[src/logic/qac_pkg.sv]
// Constants and types shared by the converter channel configuration register bank
`default_nettype none
package qac_pkg;
   localparam int NUM_CHANNELS = 4;
   localparam logic [7:0] ADDR_CHAN_SEL = 8'h05;
   localparam logic [7:0] ADDR_MODES = 8'h08;
   localparam logic [7:0] ADDR_CLOCK = 8'h09;
   localparam logic [7:0] ADDR_TEST = 8'h0d;
   localparam logic [7:0] ADDR_BIST = 8'h0e;
   localparam logic [7:0] ADDR_INPUT = 8'h0f;
   localparam logic [7:0] ADDR_COMMIT = 8'hff;
   localparam logic [7:0] RST_CHAN_SEL = 8'h0f;
   localparam logic [7:0] RST_MODES = 8'h00;
   localparam logic [7:0] RST_CLOCK = 8'h01;
   localparam logic [7:0] RST_TEST = 8'h00;
   localparam logic [7:0] RST_BIST = 8'h00;
   localparam logic [7:0] RST_INPUT = 8'h00;
   localparam logic [7:0] RST_COMMIT = 8'h00;
   // Writable bits; all others are reserved and read as zero
   localparam logic [7:0] MASK_CHAN_SEL = 8'h0f;
   localparam logic [7:0] MASK_MODES = 8'h63;
   localparam logic [7:0] MASK_CLOCK = 8'h01;
   localparam logic [7:0] MASK_TEST = 8'h3f;
   localparam logic [7:0] MASK_BIST = 8'h05;
   localparam logic [7:0] MASK_INPUT = 8'h06;
   localparam logic [7:0] MASK_COMMIT = 8'h01;
   localparam int PWR_LSB = 0;
   localparam int EXT_PD_LSB = 5;
   localparam int DCS_BIT = 0;
   localparam int PATTERN_LSB = 0;
   localparam int PN_SHORT_BIT = 4;
   localparam int PN_LONG_BIT = 5;
   localparam int BIST_EN_BIT = 0;
   localparam int BIST_INIT_BIT = 2;
   localparam int VCM_EN_BIT = 1;
   localparam int ANA_DISC_BIT = 2;
   localparam int COMMIT_BIT = 0;
   localparam logic [1:0] PWR_CODE_RUN = 2'h0;
   localparam logic [1:0] PWR_CODE_DOWN = 2'h1;
   localparam logic [1:0] PWR_CODE_STANDBY = 2'h2;
   localparam logic [1:0] PWR_CODE_RESET = 2'h3;

   typedef enum logic [3:0] {
      qac_pwr_run = 4'h1,
      qac_pwr_down = 4'h2,
      qac_pwr_standby = 4'h4,
      qac_pwr_reset = 4'h8
   } qac_pwr_e;
endpackage
`default_nettype wire

[src/logic/qac_chan_if.sv]
// Carrier between the register bank and one channel slice
`timescale 1ns/100ps
`default_nettype none
interface qac_chan_if;
   logic wr;
   logic [7:0] addr;
   logic [7:0] wdata;
   logic commit;
   logic [7:0] pend_modes;
   logic [7:0] pend_test;
   logic [7:0] pend_bist;
   logic [7:0] pend_input;
   logic [7:0] act_modes;
   logic [7:0] act_test;
   logic [7:0] act_bist;
   logic [7:0] act_input;
   qac_pkg::qac_pwr_e pwr;
   modport bank (output wr, addr, wdata, commit,
      input pend_modes, pend_test, pend_bist, pend_input,
      input act_modes, act_test, act_bist, act_input, pwr);
   modport slice (input wr, addr, wdata, commit,
      output pend_modes, pend_test, pend_bist, pend_input,
      output act_modes, act_test, act_bist, act_input, pwr);
endinterface
`default_nettype wire

[src/logic/qac_chan_slice.sv]
// Per-channel pending and active function registers with power state
`timescale 1ns/100ps
`default_nettype none
module qac_chan_slice (
   input wire logic clock,
   input wire logic resetn,
   qac_chan_if.slice ch
);
   // Pending copies take host writes steered to this channel
   always_ff @(posedge clock or negedge resetn) begin
      if (!resetn) begin
         ch.pend_modes <= qac_pkg::RST_MODES; // see (RL6)
         ch.pend_test <= qac_pkg::RST_TEST;
         ch.pend_bist <= qac_pkg::RST_BIST;
         ch.pend_input <= qac_pkg::RST_INPUT;
      end else if (ch.wr) begin // see (RL1)
         case (ch.addr)
            qac_pkg::ADDR_MODES: ch.pend_modes <= ch.wdata & qac_pkg::MASK_MODES;
            qac_pkg::ADDR_TEST: ch.pend_test <= ch.wdata & qac_pkg::MASK_TEST;
            qac_pkg::ADDR_BIST: ch.pend_bist <= ch.wdata & qac_pkg::MASK_BIST;
            qac_pkg::ADDR_INPUT: ch.pend_input <= ch.wdata & qac_pkg::MASK_INPUT;
            default: ;
         endcase
      end
   end

   // Active copies change only together on commit
   always_ff @(posedge clock or negedge resetn) begin
      if (!resetn) begin
         ch.act_modes <= qac_pkg::RST_MODES;
         ch.act_test <= qac_pkg::RST_TEST;
         ch.act_bist <= qac_pkg::RST_BIST;
         ch.act_input <= qac_pkg::RST_INPUT;
      end else if (ch.commit) begin // see (RL8)
         ch.act_modes <= ch.pend_modes;
         ch.act_test <= ch.pend_test;
         ch.act_bist <= ch.pend_bist;
         ch.act_input <= ch.pend_input;
      end
   end

   always_ff @(posedge clock or negedge resetn) begin
      if (!resetn) begin
         ch.pwr <= qac_pkg::qac_pwr_run; // see (RL3)
      end else if (ch.commit) begin
         case (ch.pend_modes[qac_pkg::PWR_LSB +: 2]) // see (RL3)
            qac_pkg::PWR_CODE_RUN: ch.pwr <= qac_pkg::qac_pwr_run;
            qac_pkg::PWR_CODE_DOWN: ch.pwr <= qac_pkg::qac_pwr_down;
            qac_pkg::PWR_CODE_STANDBY: ch.pwr <= qac_pkg::qac_pwr_standby;
            qac_pkg::PWR_CODE_RESET: ch.pwr <= qac_pkg::qac_pwr_reset;
            default: ch.pwr <= qac_pkg::qac_pwr_run;
         endcase
      end
   end
endmodule // qac_chan_slice
`default_nettype wire

[src/logic/qac_config_regs.sv]
// Channel select and converter function configuration register bank
`timescale 1ns/100ps
`default_nettype none
// Summary of operation
// (RL1) One select bit per channel; only selected channels take the next register write.
// (RL2) Select register resets to all four channels enabled.
// (RL3) Power field: 00 run, 01 full power-down, 10 standby, 11 channel reset.
// (RL4) Clock register bit 0 set enables the duty cycle stabilizer, clear bypasses it.
// (RL5) Stabilizer control bit reads one after reset.
// (RL6) Registers hold their defaults at reset before any host access is taken.
// (RL7) Host writes zeros to reserved bits and only defaults to undefined addresses.
// (RL8) Shadowed fields apply together when commit bit is set; device then clears it.
module qac_config_regs #(
   parameter int NCH = qac_pkg::NUM_CHANNELS
) (
   input wire logic clock,
   input wire logic resetn,
   input wire logic reg_wr,
   input wire logic reg_rd,
   input wire logic [7:0] reg_addr,
   input wire logic [7:0] reg_wdata,
   output logic [7:0] reg_rdata,
   output logic reg_rvalid,
   output logic reg_ready,
   output logic dcs_enable,
   output logic [NCH-1:0] chan_run,
   output logic [NCH-1:0] chan_powerdown,
   output logic [NCH-1:0] chan_standby,
   output logic [NCH-1:0] chan_reset,
   output logic [2*NCH-1:0] ext_pd_function,
   output logic [4*NCH-1:0] test_pattern,
   output logic [NCH-1:0] pn_short_reset,
   output logic [NCH-1:0] pn_long_reset,
   output logic [NCH-1:0] bist_enable,
   output logic [NCH-1:0] bist_init,
   output logic [NCH-1:0] vcm_enable,
   output logic [NCH-1:0] analog_disconnect
);
   logic [7:0] channel_select;
   logic [7:0] pend_clock;
   logic [7:0] act_clock;
   logic commit_bit;
   logic wr_ok;
   logic [7:0] next_rdata;
   logic [7:0] pm [NCH];
   logic [7:0] pt [NCH];
   logic [7:0] pb [NCH];
   logic [7:0] pi [NCH];

   // Channel A sits on the highest select bit
   function automatic int sel_bit(input int idx);
      return NCH - 1 - idx;
   endfunction

   // Reads of per-channel registers come from the first selected channel
   function automatic int first_sel(input logic [7:0] sel);
      int r;
      r = -1;
      for (int k = NCH - 1; k >= 0; k--) begin
         if (sel[sel_bit(k)]) begin
            r = k;
         end
      end
      return r;
   endfunction

   // Accesses are refused until defaults have settled
   always_ff @(posedge clock or negedge resetn) begin
      if (!resetn) begin
         reg_ready <= 1'b0;
      end else begin
         reg_ready <= 1'b1; // see (RL6)
      end
   end

   assign wr_ok = reg_wr & reg_ready; // see (RL6)

   always_ff @(posedge clock or negedge resetn) begin
      if (!resetn) begin
         channel_select <= qac_pkg::RST_CHAN_SEL; // see (RL2)
      end else if (wr_ok && reg_addr == qac_pkg::ADDR_CHAN_SEL) begin
         channel_select <= reg_wdata & qac_pkg::MASK_CHAN_SEL; // see (RL1)
      end
   end

   always_ff @(posedge clock or negedge resetn) begin
      if (!resetn) begin
         pend_clock <= qac_pkg::RST_CLOCK; // see (RL5)
      end else if (wr_ok && reg_addr == qac_pkg::ADDR_CLOCK) begin
         pend_clock <= reg_wdata & qac_pkg::MASK_CLOCK;
      end
   end

   always_ff @(posedge clock or negedge resetn) begin
      if (!resetn) begin
         act_clock <= qac_pkg::RST_CLOCK; // see (RL5)
      end else if (commit_bit) begin
         act_clock <= pend_clock; // see (RL8)
      end
   end

   // A fresh host write in the commit cycle wins over the self-clear
   always_ff @(posedge clock or negedge resetn) begin
      if (!resetn) begin
         commit_bit <= qac_pkg::RST_COMMIT[qac_pkg::COMMIT_BIT];
      end else if (wr_ok && reg_addr == qac_pkg::ADDR_COMMIT) begin
         commit_bit <= reg_wdata[qac_pkg::COMMIT_BIT]; // see (RL8)
      end else if (commit_bit) begin
         commit_bit <= 1'b0; // see (RL8)
      end
   end

   assign dcs_enable = act_clock[qac_pkg::DCS_BIT]; // see (RL4)

   for (genvar i = 0; i < NCH; i++) begin : g_chan
      qac_chan_if ch ();
      assign ch.wr = wr_ok & channel_select[sel_bit(i)]; // see (RL1)
      assign ch.addr = reg_addr;
      assign ch.wdata = reg_wdata;
      assign ch.commit = commit_bit; // see (RL8)
      assign pm[i] = ch.pend_modes;
      assign pt[i] = ch.pend_test;
      assign pb[i] = ch.pend_bist;
      assign pi[i] = ch.pend_input;
      assign chan_run[i] = ch.pwr == qac_pkg::qac_pwr_run; // see (RL3)
      assign chan_powerdown[i] = ch.pwr == qac_pkg::qac_pwr_down;
      assign chan_standby[i] = ch.pwr == qac_pkg::qac_pwr_standby;
      assign chan_reset[i] = ch.pwr == qac_pkg::qac_pwr_reset;
      assign ext_pd_function[2*i +: 2] = ch.act_modes[qac_pkg::EXT_PD_LSB +: 2];
      assign test_pattern[4*i +: 4] = ch.act_test[qac_pkg::PATTERN_LSB +: 4];
      assign pn_short_reset[i] = ch.act_test[qac_pkg::PN_SHORT_BIT];
      assign pn_long_reset[i] = ch.act_test[qac_pkg::PN_LONG_BIT];
      assign bist_enable[i] = ch.act_bist[qac_pkg::BIST_EN_BIT];
      assign bist_init[i] = ch.act_bist[qac_pkg::BIST_INIT_BIT];
      assign vcm_enable[i] = ch.act_input[qac_pkg::VCM_EN_BIT];
      assign analog_disconnect[i] = ch.act_input[qac_pkg::ANA_DISC_BIT];
      qac_chan_slice u_slice (
         .clock(clock),
         .resetn(resetn),
         .ch(ch)
      );
   end

   // Read value; unmapped addresses and reserved bits read zero
   always_comb begin
      int f;
      f = first_sel(channel_select);
      next_rdata = 8'h00;
      case (reg_addr)
         qac_pkg::ADDR_CHAN_SEL: next_rdata = channel_select;
         qac_pkg::ADDR_CLOCK: next_rdata = pend_clock; // see (RL5)
         qac_pkg::ADDR_COMMIT: next_rdata = {7'h00, commit_bit};
         qac_pkg::ADDR_MODES: next_rdata = (f >= 0) ? pm[f] : 8'h00;
         qac_pkg::ADDR_TEST: next_rdata = (f >= 0) ? pt[f] : 8'h00;
         qac_pkg::ADDR_BIST: next_rdata = (f >= 0) ? pb[f] : 8'h00;
         qac_pkg::ADDR_INPUT: next_rdata = (f >= 0) ? pi[f] : 8'h00;
         default: next_rdata = 8'h00;
      endcase
   end

   always_ff @(posedge clock or negedge resetn) begin
      if (!resetn) begin
         reg_rdata <= 8'h00;
         reg_rvalid <= 1'b0;
      end else begin
         reg_rvalid <= reg_rd & reg_ready;
         if (reg_rd && reg_ready) begin
            reg_rdata <= next_rdata;
         end
      end
   end
endmodule // qac_config_regs
`default_nettype wire

[config.mk]
export PLATFORM = sky130hd
export DESIGN_NAME = qac_config_regs
export DESIGN_NICKNAME = d
export VERILOG_FILES = /design/src/logic/qac_pkg.sv /design/src/logic/qac_chan_if.sv /design/src/logic/qac_chan_slice.sv /design/src/logic/qac_config_regs.sv
export SDC_FILE = /design/constraint.sdc
export NUM_CORES = 1
export LEC_CHECK = 0
export ABC_AREA = 1
export BUFFER_PORTS_ARGS = -buffer_cell sky130_fd_sc_hd__buf_2
export CAP_MARGIN = 10
export CORE_AREA = 2 2 113 159
export CTS_CLUSTER_DIAMETER = 50
export DETAILED_ROUTE_END_ITERATION = 12
export DIE_AREA = 0 0 115 161
export PLACE_DENSITY = 0.84
export SYNTH_ARGS = -nofsm -noshare
export SYNTH_HDL_FRONTEND = slang
export SYNTH_HIERARCHICAL = 1
export SYNTH_SLANG_ARGS = --single-unit
[constraint.sdc]
create_clock -name clock -period 1.63 [get_ports clock]
set_input_delay 0.163 -clock clock [delete_from_list [all_inputs] [get_ports clock]]
set_output_delay 0.163 -clock clock [all_outputs]
set_load 0.1 [all_outputs]
=== Yosys cells after proc, flatten, opt, wreduce, memory -nomap -nowiden ===
Cells that the tools add are included.

* Register bits: 145
* Bits of input ports: 20
* Output and inout bits: 75
* Logic and storage cells: 137

* Magnitude comparators: 2
* Equality and inequality tests: 35
* Multiplexer cells: 26
* Bitwise operators: 7
* Reduce and logical (&&, ||, !) cells: 24

{| class="wikitable"
|+ Operators by type and width
! kind !! number
|-
| 32-bit two-way mux || 4
|-
| 8-bit two-way mux || 12
|-
| 8-bit binary-select mux with 2-bit select || 4
|-
| 4-bit case mux with 4 select lines || 4
|-
| 8-bit case mux with 7 select lines || 1
|-
| 8-bit by 4-bit == test with 1-bit output, second input constant || 5
|-
| 32-bit by 1-bit >= comparator with 1-bit output, second input constant || 1
|-
| 32-bit by 3-bit >= comparator with 1-bit output, second input constant || 1
|-
| 32-bit NOT || 1
|-
| 2-bit AND reduction || 16
|-
| 2-bit == test, second input constant || 8
|-
| 4-bit by 1-bit == test with 1-bit output, second input constant || 4
|-
| 4-bit by 2-bit == test with 1-bit output, second input constant || 4
|-
| 4-bit by 3-bit == test with 1-bit output, second input constant || 4
|-
| 4-bit == test, second input constant || 4
|-
| 2-bit by 1-bit == test with 1-bit output, second input constant || 4
|-
| 8-bit by 3-bit == test with 1-bit output, second input constant || 1
|-
| 8-bit == test, second input constant || 1
|-
| 2-bit logical NOT || 4
|-
| 1-bit AND || 6
|-
| 1-bit logical AND || 4
|-
| 1-bit two-way mux || 1
|}

=== Logic depth before layout (Yosys ltp) ===
* Word-level depth: 10
* Depth in mapped cells: 13
* Depth with buffers taken out: 11

=== Modules after synthesis ===
The synthesis kept the hierarchy.

{| class="wikitable"
|+ By module, submodules not included
! module !! instances !! cells each !! area each (sq um) !! seq. area each (sq um)
|-
| qac_chan_slice || 4 || 169 || 1630.3 || 802.0
|-
| qac_config_regs || 1 || 503 || 2509.9 || 432.9
|}

=== Worst setup path before layout ===
OpenSTA, ideal clock, no wires.

* Path kind: flip-flop to output port
* From: register g_chan[2].u_slice.ch.pwr[0]
* To: output chan_run[2]
* Data arrival time: 2.631 ns
* Data required time: 1.467 ns
* Path slack: -1.164 ns
* Cell stages (with the launch flop): 3
* Path buffers: 0
* Cell sequence: dfstp_2 > inv_1 > nor3_1

* Longest elaborated chain between the ends: 1

{| class="wikitable"
|+ Ends and longest elaborated chain
! what !! line !! text
|-
| from (decl) || qac_chan_if.sv:23 || <nowiki>output act_modes, act_test, act_bist, act_input, pwr);</nowiki>
|-
| from (signal assigned) || qac_chan_slice.sv:44 || <nowiki>ch.pwr <= qac_pkg::qac_pwr_run;</nowiki>
|-
| from (signal assigned) || qac_chan_slice.sv:47 || <nowiki>qac_pkg::PWR_CODE_RUN: ch.pwr <= qac_pkg::qac_pwr_run;</nowiki>
|-
| from (signal assigned) || qac_chan_slice.sv:48 || <nowiki>qac_pkg::PWR_CODE_DOWN: ch.pwr <= qac_pkg::qac_pwr_down;</nowiki>
|-
| 4-bit by 1-bit == test with 1-bit output || qac_config_regs.sv:125 || <nowiki>assign chan_run[i] = ch.pwr == qac_pkg::qac_pwr_run;</nowiki>
|-
| to (decl) || qac_config_regs.sv:26 || <nowiki>output logic [NCH-1:0] chan_run,</nowiki>
|}

No other way between the ends.

=== Final worst setup path ===
* From: register channel_select[2]
* To: register reg_rdata[4]

* Longest elaborated chain between the ends: 8
* Elaborated cells between the ends (all ways): 21

{| class="wikitable"
|+ Ends and longest elaborated chain
! what !! line !! text
|-
| from (decl) || qac_config_regs.sv:39 || <nowiki>logic [7:0] channel_select;</nowiki>
|-
| from (signal assigned) || qac_config_regs.sv:80 || <nowiki>channel_select <= qac_pkg::RST_CHAN_SEL;</nowiki>
|-
| from (signal assigned) || qac_config_regs.sv:82 || <nowiki>channel_select <= reg_wdata & qac_pkg::MASK_CHAN_SEL;</nowiki>
|-
| 32-bit two-way mux (*) (2 in series) || qac_config_regs.sv:60 || <nowiki>if (sel[sel_bit(k)]) begin</nowiki>
|-
| parallel branches: the longest is 5 deep, another holds 32-bit by 1-bit >= comparator with 1-bit output || n/a ||
|-
| 8-bit case mux with 7 select lines (*) || qac_config_regs.sv:149 || <nowiki>case (reg_addr)</nowiki>
|-
| to (signal assigned) || qac_config_regs.sv:168 || <nowiki>reg_rdata <= next_rdata;</nowiki>
|-
| to (decl) || qac_config_regs.sv:22 || <nowiki>output logic [7:0] reg_rdata,</nowiki>
|}

Every way passes the cells marked *. The select of a mux whose other input is x is not followed.
A chain may end at the register's enable or synchronous reset.

==> flow_metrics.env <==
export IMPL_timing_final_crit_share_pct=104
export IMPL_clk_latency_ns=0.42
export IMPL_maxCapViolations=0
export IMPL_die_x_um=115
export IMPL_period_needed_ns=1.70
export IMPL_post_route_drc_count=0
export IMPL_worstSetupStartpoint="channel_select[2]$_DFFE_PN1P_"
export IMPL_max_slew_worst_pin_slew_ns=0.514
export IMPL_worstPathRequired_ns=1.95
export IMPL_path_class="flop to flop"
export IMPL_fmax_mhz=587
export IMPL_violations="negative setup slack"
export IMPL_ant_nets=0
export IMPL_vdd_drop_max_uv=869
export IMPL_whs_ns=0.0224
export IMPL_hp_start="reg_rd"
export IMPL_vias_per_cell=5.49
export IMPL_arrival_ns=2.02
export IMPL_finalSetupViolations=7
export IMPL_numCtsBuffers=17
export IMPL_drt_wirelength_per_cell_um=17.7
export IMPL_drv_slew=0
export IMPL_rsz0062_at_grt="yes"
export IMPL_place_congestion=1.02
export IMPL_via_count=7906
export IMPL_timing_rr_start="channel_select[2]$_DFFE_PN1P_"
export IMPL_htree_levels=4
export IMPL_rows=57
export IMPL_ys_warn_count=6
export IMPL_cts_tree="done"
export IMPL_leakagePower_nw=5.64
export IMPL_end_kind="flop"
export IMPL_fin_nets=1240
export IMPL_fillers=1318
export IMPL_clk_pin_slew_ns=0.06
export IMPL_synth_cell_area_um2=8220
export IMPL_clockBufferDepth=2
export IMPL_cts_root_buf="clkbuf_16"
export IMPL_io_pins=95
export IMPL_start_util_pct=48.0
export IMPL_grt_pass1_vias=7976
export IMPL_status="finished, violations left"
export IMPL_grt_use_total_pct=27.8
export IMPL_drtIter0Drc=618
export IMPL_dieArea_um2=18500
export IMPL_grt_pass1_wl_mm=40.2
export IMPL_hold_violations=0
export IMPL_p_per_area_nw_per_um2=799
export IMPL_portBuffers=93
export IMPL_antenna_cells=0
export IMPL_dr_pass1_iters=5
export IMPL_syn2layout_area_growth_pct=28.1
export IMPL_crit_fanout=6
export IMPL_avgSynthCellArea_um2=7.59
export IMPL_grt_max_degree=54
export IMPL_antenna_found_initial=0
export IMPL_synthCells=1083
export IMPL_cp_start_kind="flop"
export IMPL_fin_total_pwr_mw=8.42
export IMPL_drive_above_1_share_pct=30.3
export IMPL_fin_skew_ns=0.00791
export IMPL_maxSlewHeadroom_pct=66.0
export IMPL_dieHeight_um=161
export IMPL_wl_mm=25.4
export IMPL_clock_sinks=137
export IMPL_core_region_area_um2=17100
export IMPL_grt_ovfl_total=0
export IMPL_min_path_type="input pin to flop"
export IMPL_hpwl_mm=17.1
export IMPL_timing_final_ws_setup_ns=-0.0723
[power by group]
part	total [mW]	leakage (nW)	internal, mW	switching, mW
registers	3.51	1.83	3.45	0.0577
clock network	4.16	0.307	2.61	1.55
logic	0.752	3.51	0.215	0.537
[worst paths after layout]
path | slack (ns) | to | depth (start not counted)
setup / recovery | -0.07 | reg_rdata[4]$_DFFE_PN0P_ | 13
hold / removal | 0.02 | reg_rvalid$_DFF_PN0_ | 3
setup reg to reg | -0.07 | reg_rdata[4]$_DFFE_PN0P_ | 13
hold reg to reg | 0.47 | reg_rdata[4]$_DFFE_PN0P_ | 2
max in group asynchronous | 0.80 | g_chan[3].u_slice/ch.pwr[0]$_DFFE_PN1P_ | 3
min in group asynchronous | 0.19 | g_chan[0].u_slice/ch.act_test[4]$_DFFE_PN0P_ | 2
[stage by stage]
step                      area [um2]  utilization (%)  cells  TNS (ns)  setup WS (ns)
after global routing           10500             61.5   1439     -1.73         -0.199
after floorplan                 8590                -   1151     -3.24         -0.274
after detailed placement        9240             54.0   1390    -0.753         -0.104
after CTS                      10100             59.0   1428    -0.117        -0.0360
after global placement          9240             54.0   1390    -0.133        -0.0356
final                          10500             61.5   1439    -0.194        -0.0723
[area by class of cell]
cell class / count / area (um2) / share of cell area [%]
timing repair buffer: 157 / 1410 / 13.4
multi-input combinational: 813 / 4410 / 41.9
sequential: 137 / 3450 / 32.7
clock inverter: 14 / 194 / 1.84
inverter: 94 / 368 / 3.49
clock buffer: 18 / 439 / 4.17
tap: 206 / 258 / 2.45
[flip-flops by register name, indices dropped and copies added, names as in the netlist]
name and count:
g_chan.u_slice/ch.pend_input 8, reg_rvalid 1, g_chan.u_slice/ch.act_bist 8, g_chan.u_slice/ch.act_modes 8
reg_rdata 8, g_chan.u_slice/ch.pwr 16, commit_bit 1, pend_clock 1
reg_ready 1, g_chan.u_slice/ch.pend_modes 16, g_chan.u_slice/ch.act_test 24, g_chan.u_slice/ch.pend_bist 8
channel_select 4, g_chan.u_slice/ch.act_input 8, g_chan.u_slice/ch.pend_test 24, act_clock 1
[cell usage in the layout, fill, tap and decap left out, types with 8 or more instances in the layout]
master / count
nand2_4: 13
o22ai_1: 8
o21bai_1: 8
nor3_4: 14
nand3_1: 74
o21ai_1: 37
nand2_1: 288
clkbuf_16: 18
nor2_2: 11
buf_2: 76
nand2_2: 8
mux2_2: 41
nand3b_1: 22
buf_12: 25
nor2_4: 8
dfrtp_1: 123
conb_1: 73
inv_1: 57
nand3_2: 10
inv_2: 29
o21ai_2: 26
o21ai_0: 22
dfstp_2: 10
buf_4: 44
nor2_1: 112
a21oi_1: 12
[critical path: stages, from the launching register on]
cell	delay (ns)
dfstp_2	0.56
inv_2	0.06
nand2_4	0.12
buf_6	0.14
clkbuf_16	0.14
nand3b_1	0.07
nand2_1	0.07
nand2_1	0.04
nand2_1	0.06
nand2_1	0.08
inv_1	0.09
nand2_2	0.07
nand2_1	0.06
nand2_1	0.05
[routing by layer]
metal,global-route usage [%],share of wire (%)
met5,0,0
met1,30.2,34
met3,6.00,6.0
met4,20.2,8.7
met2,47.2,51
[timing repair]
action,CTS,global route
endpoints found under the setup margin,25,61
buffers inserted,2,10
cloned,3,1
gates resized for setup,59,116
endpoints found under the hold margin,127,0
pin swaps,10,54
hold buffers,1,0
No activity file was read; power rests on OpenSTA's default activity.
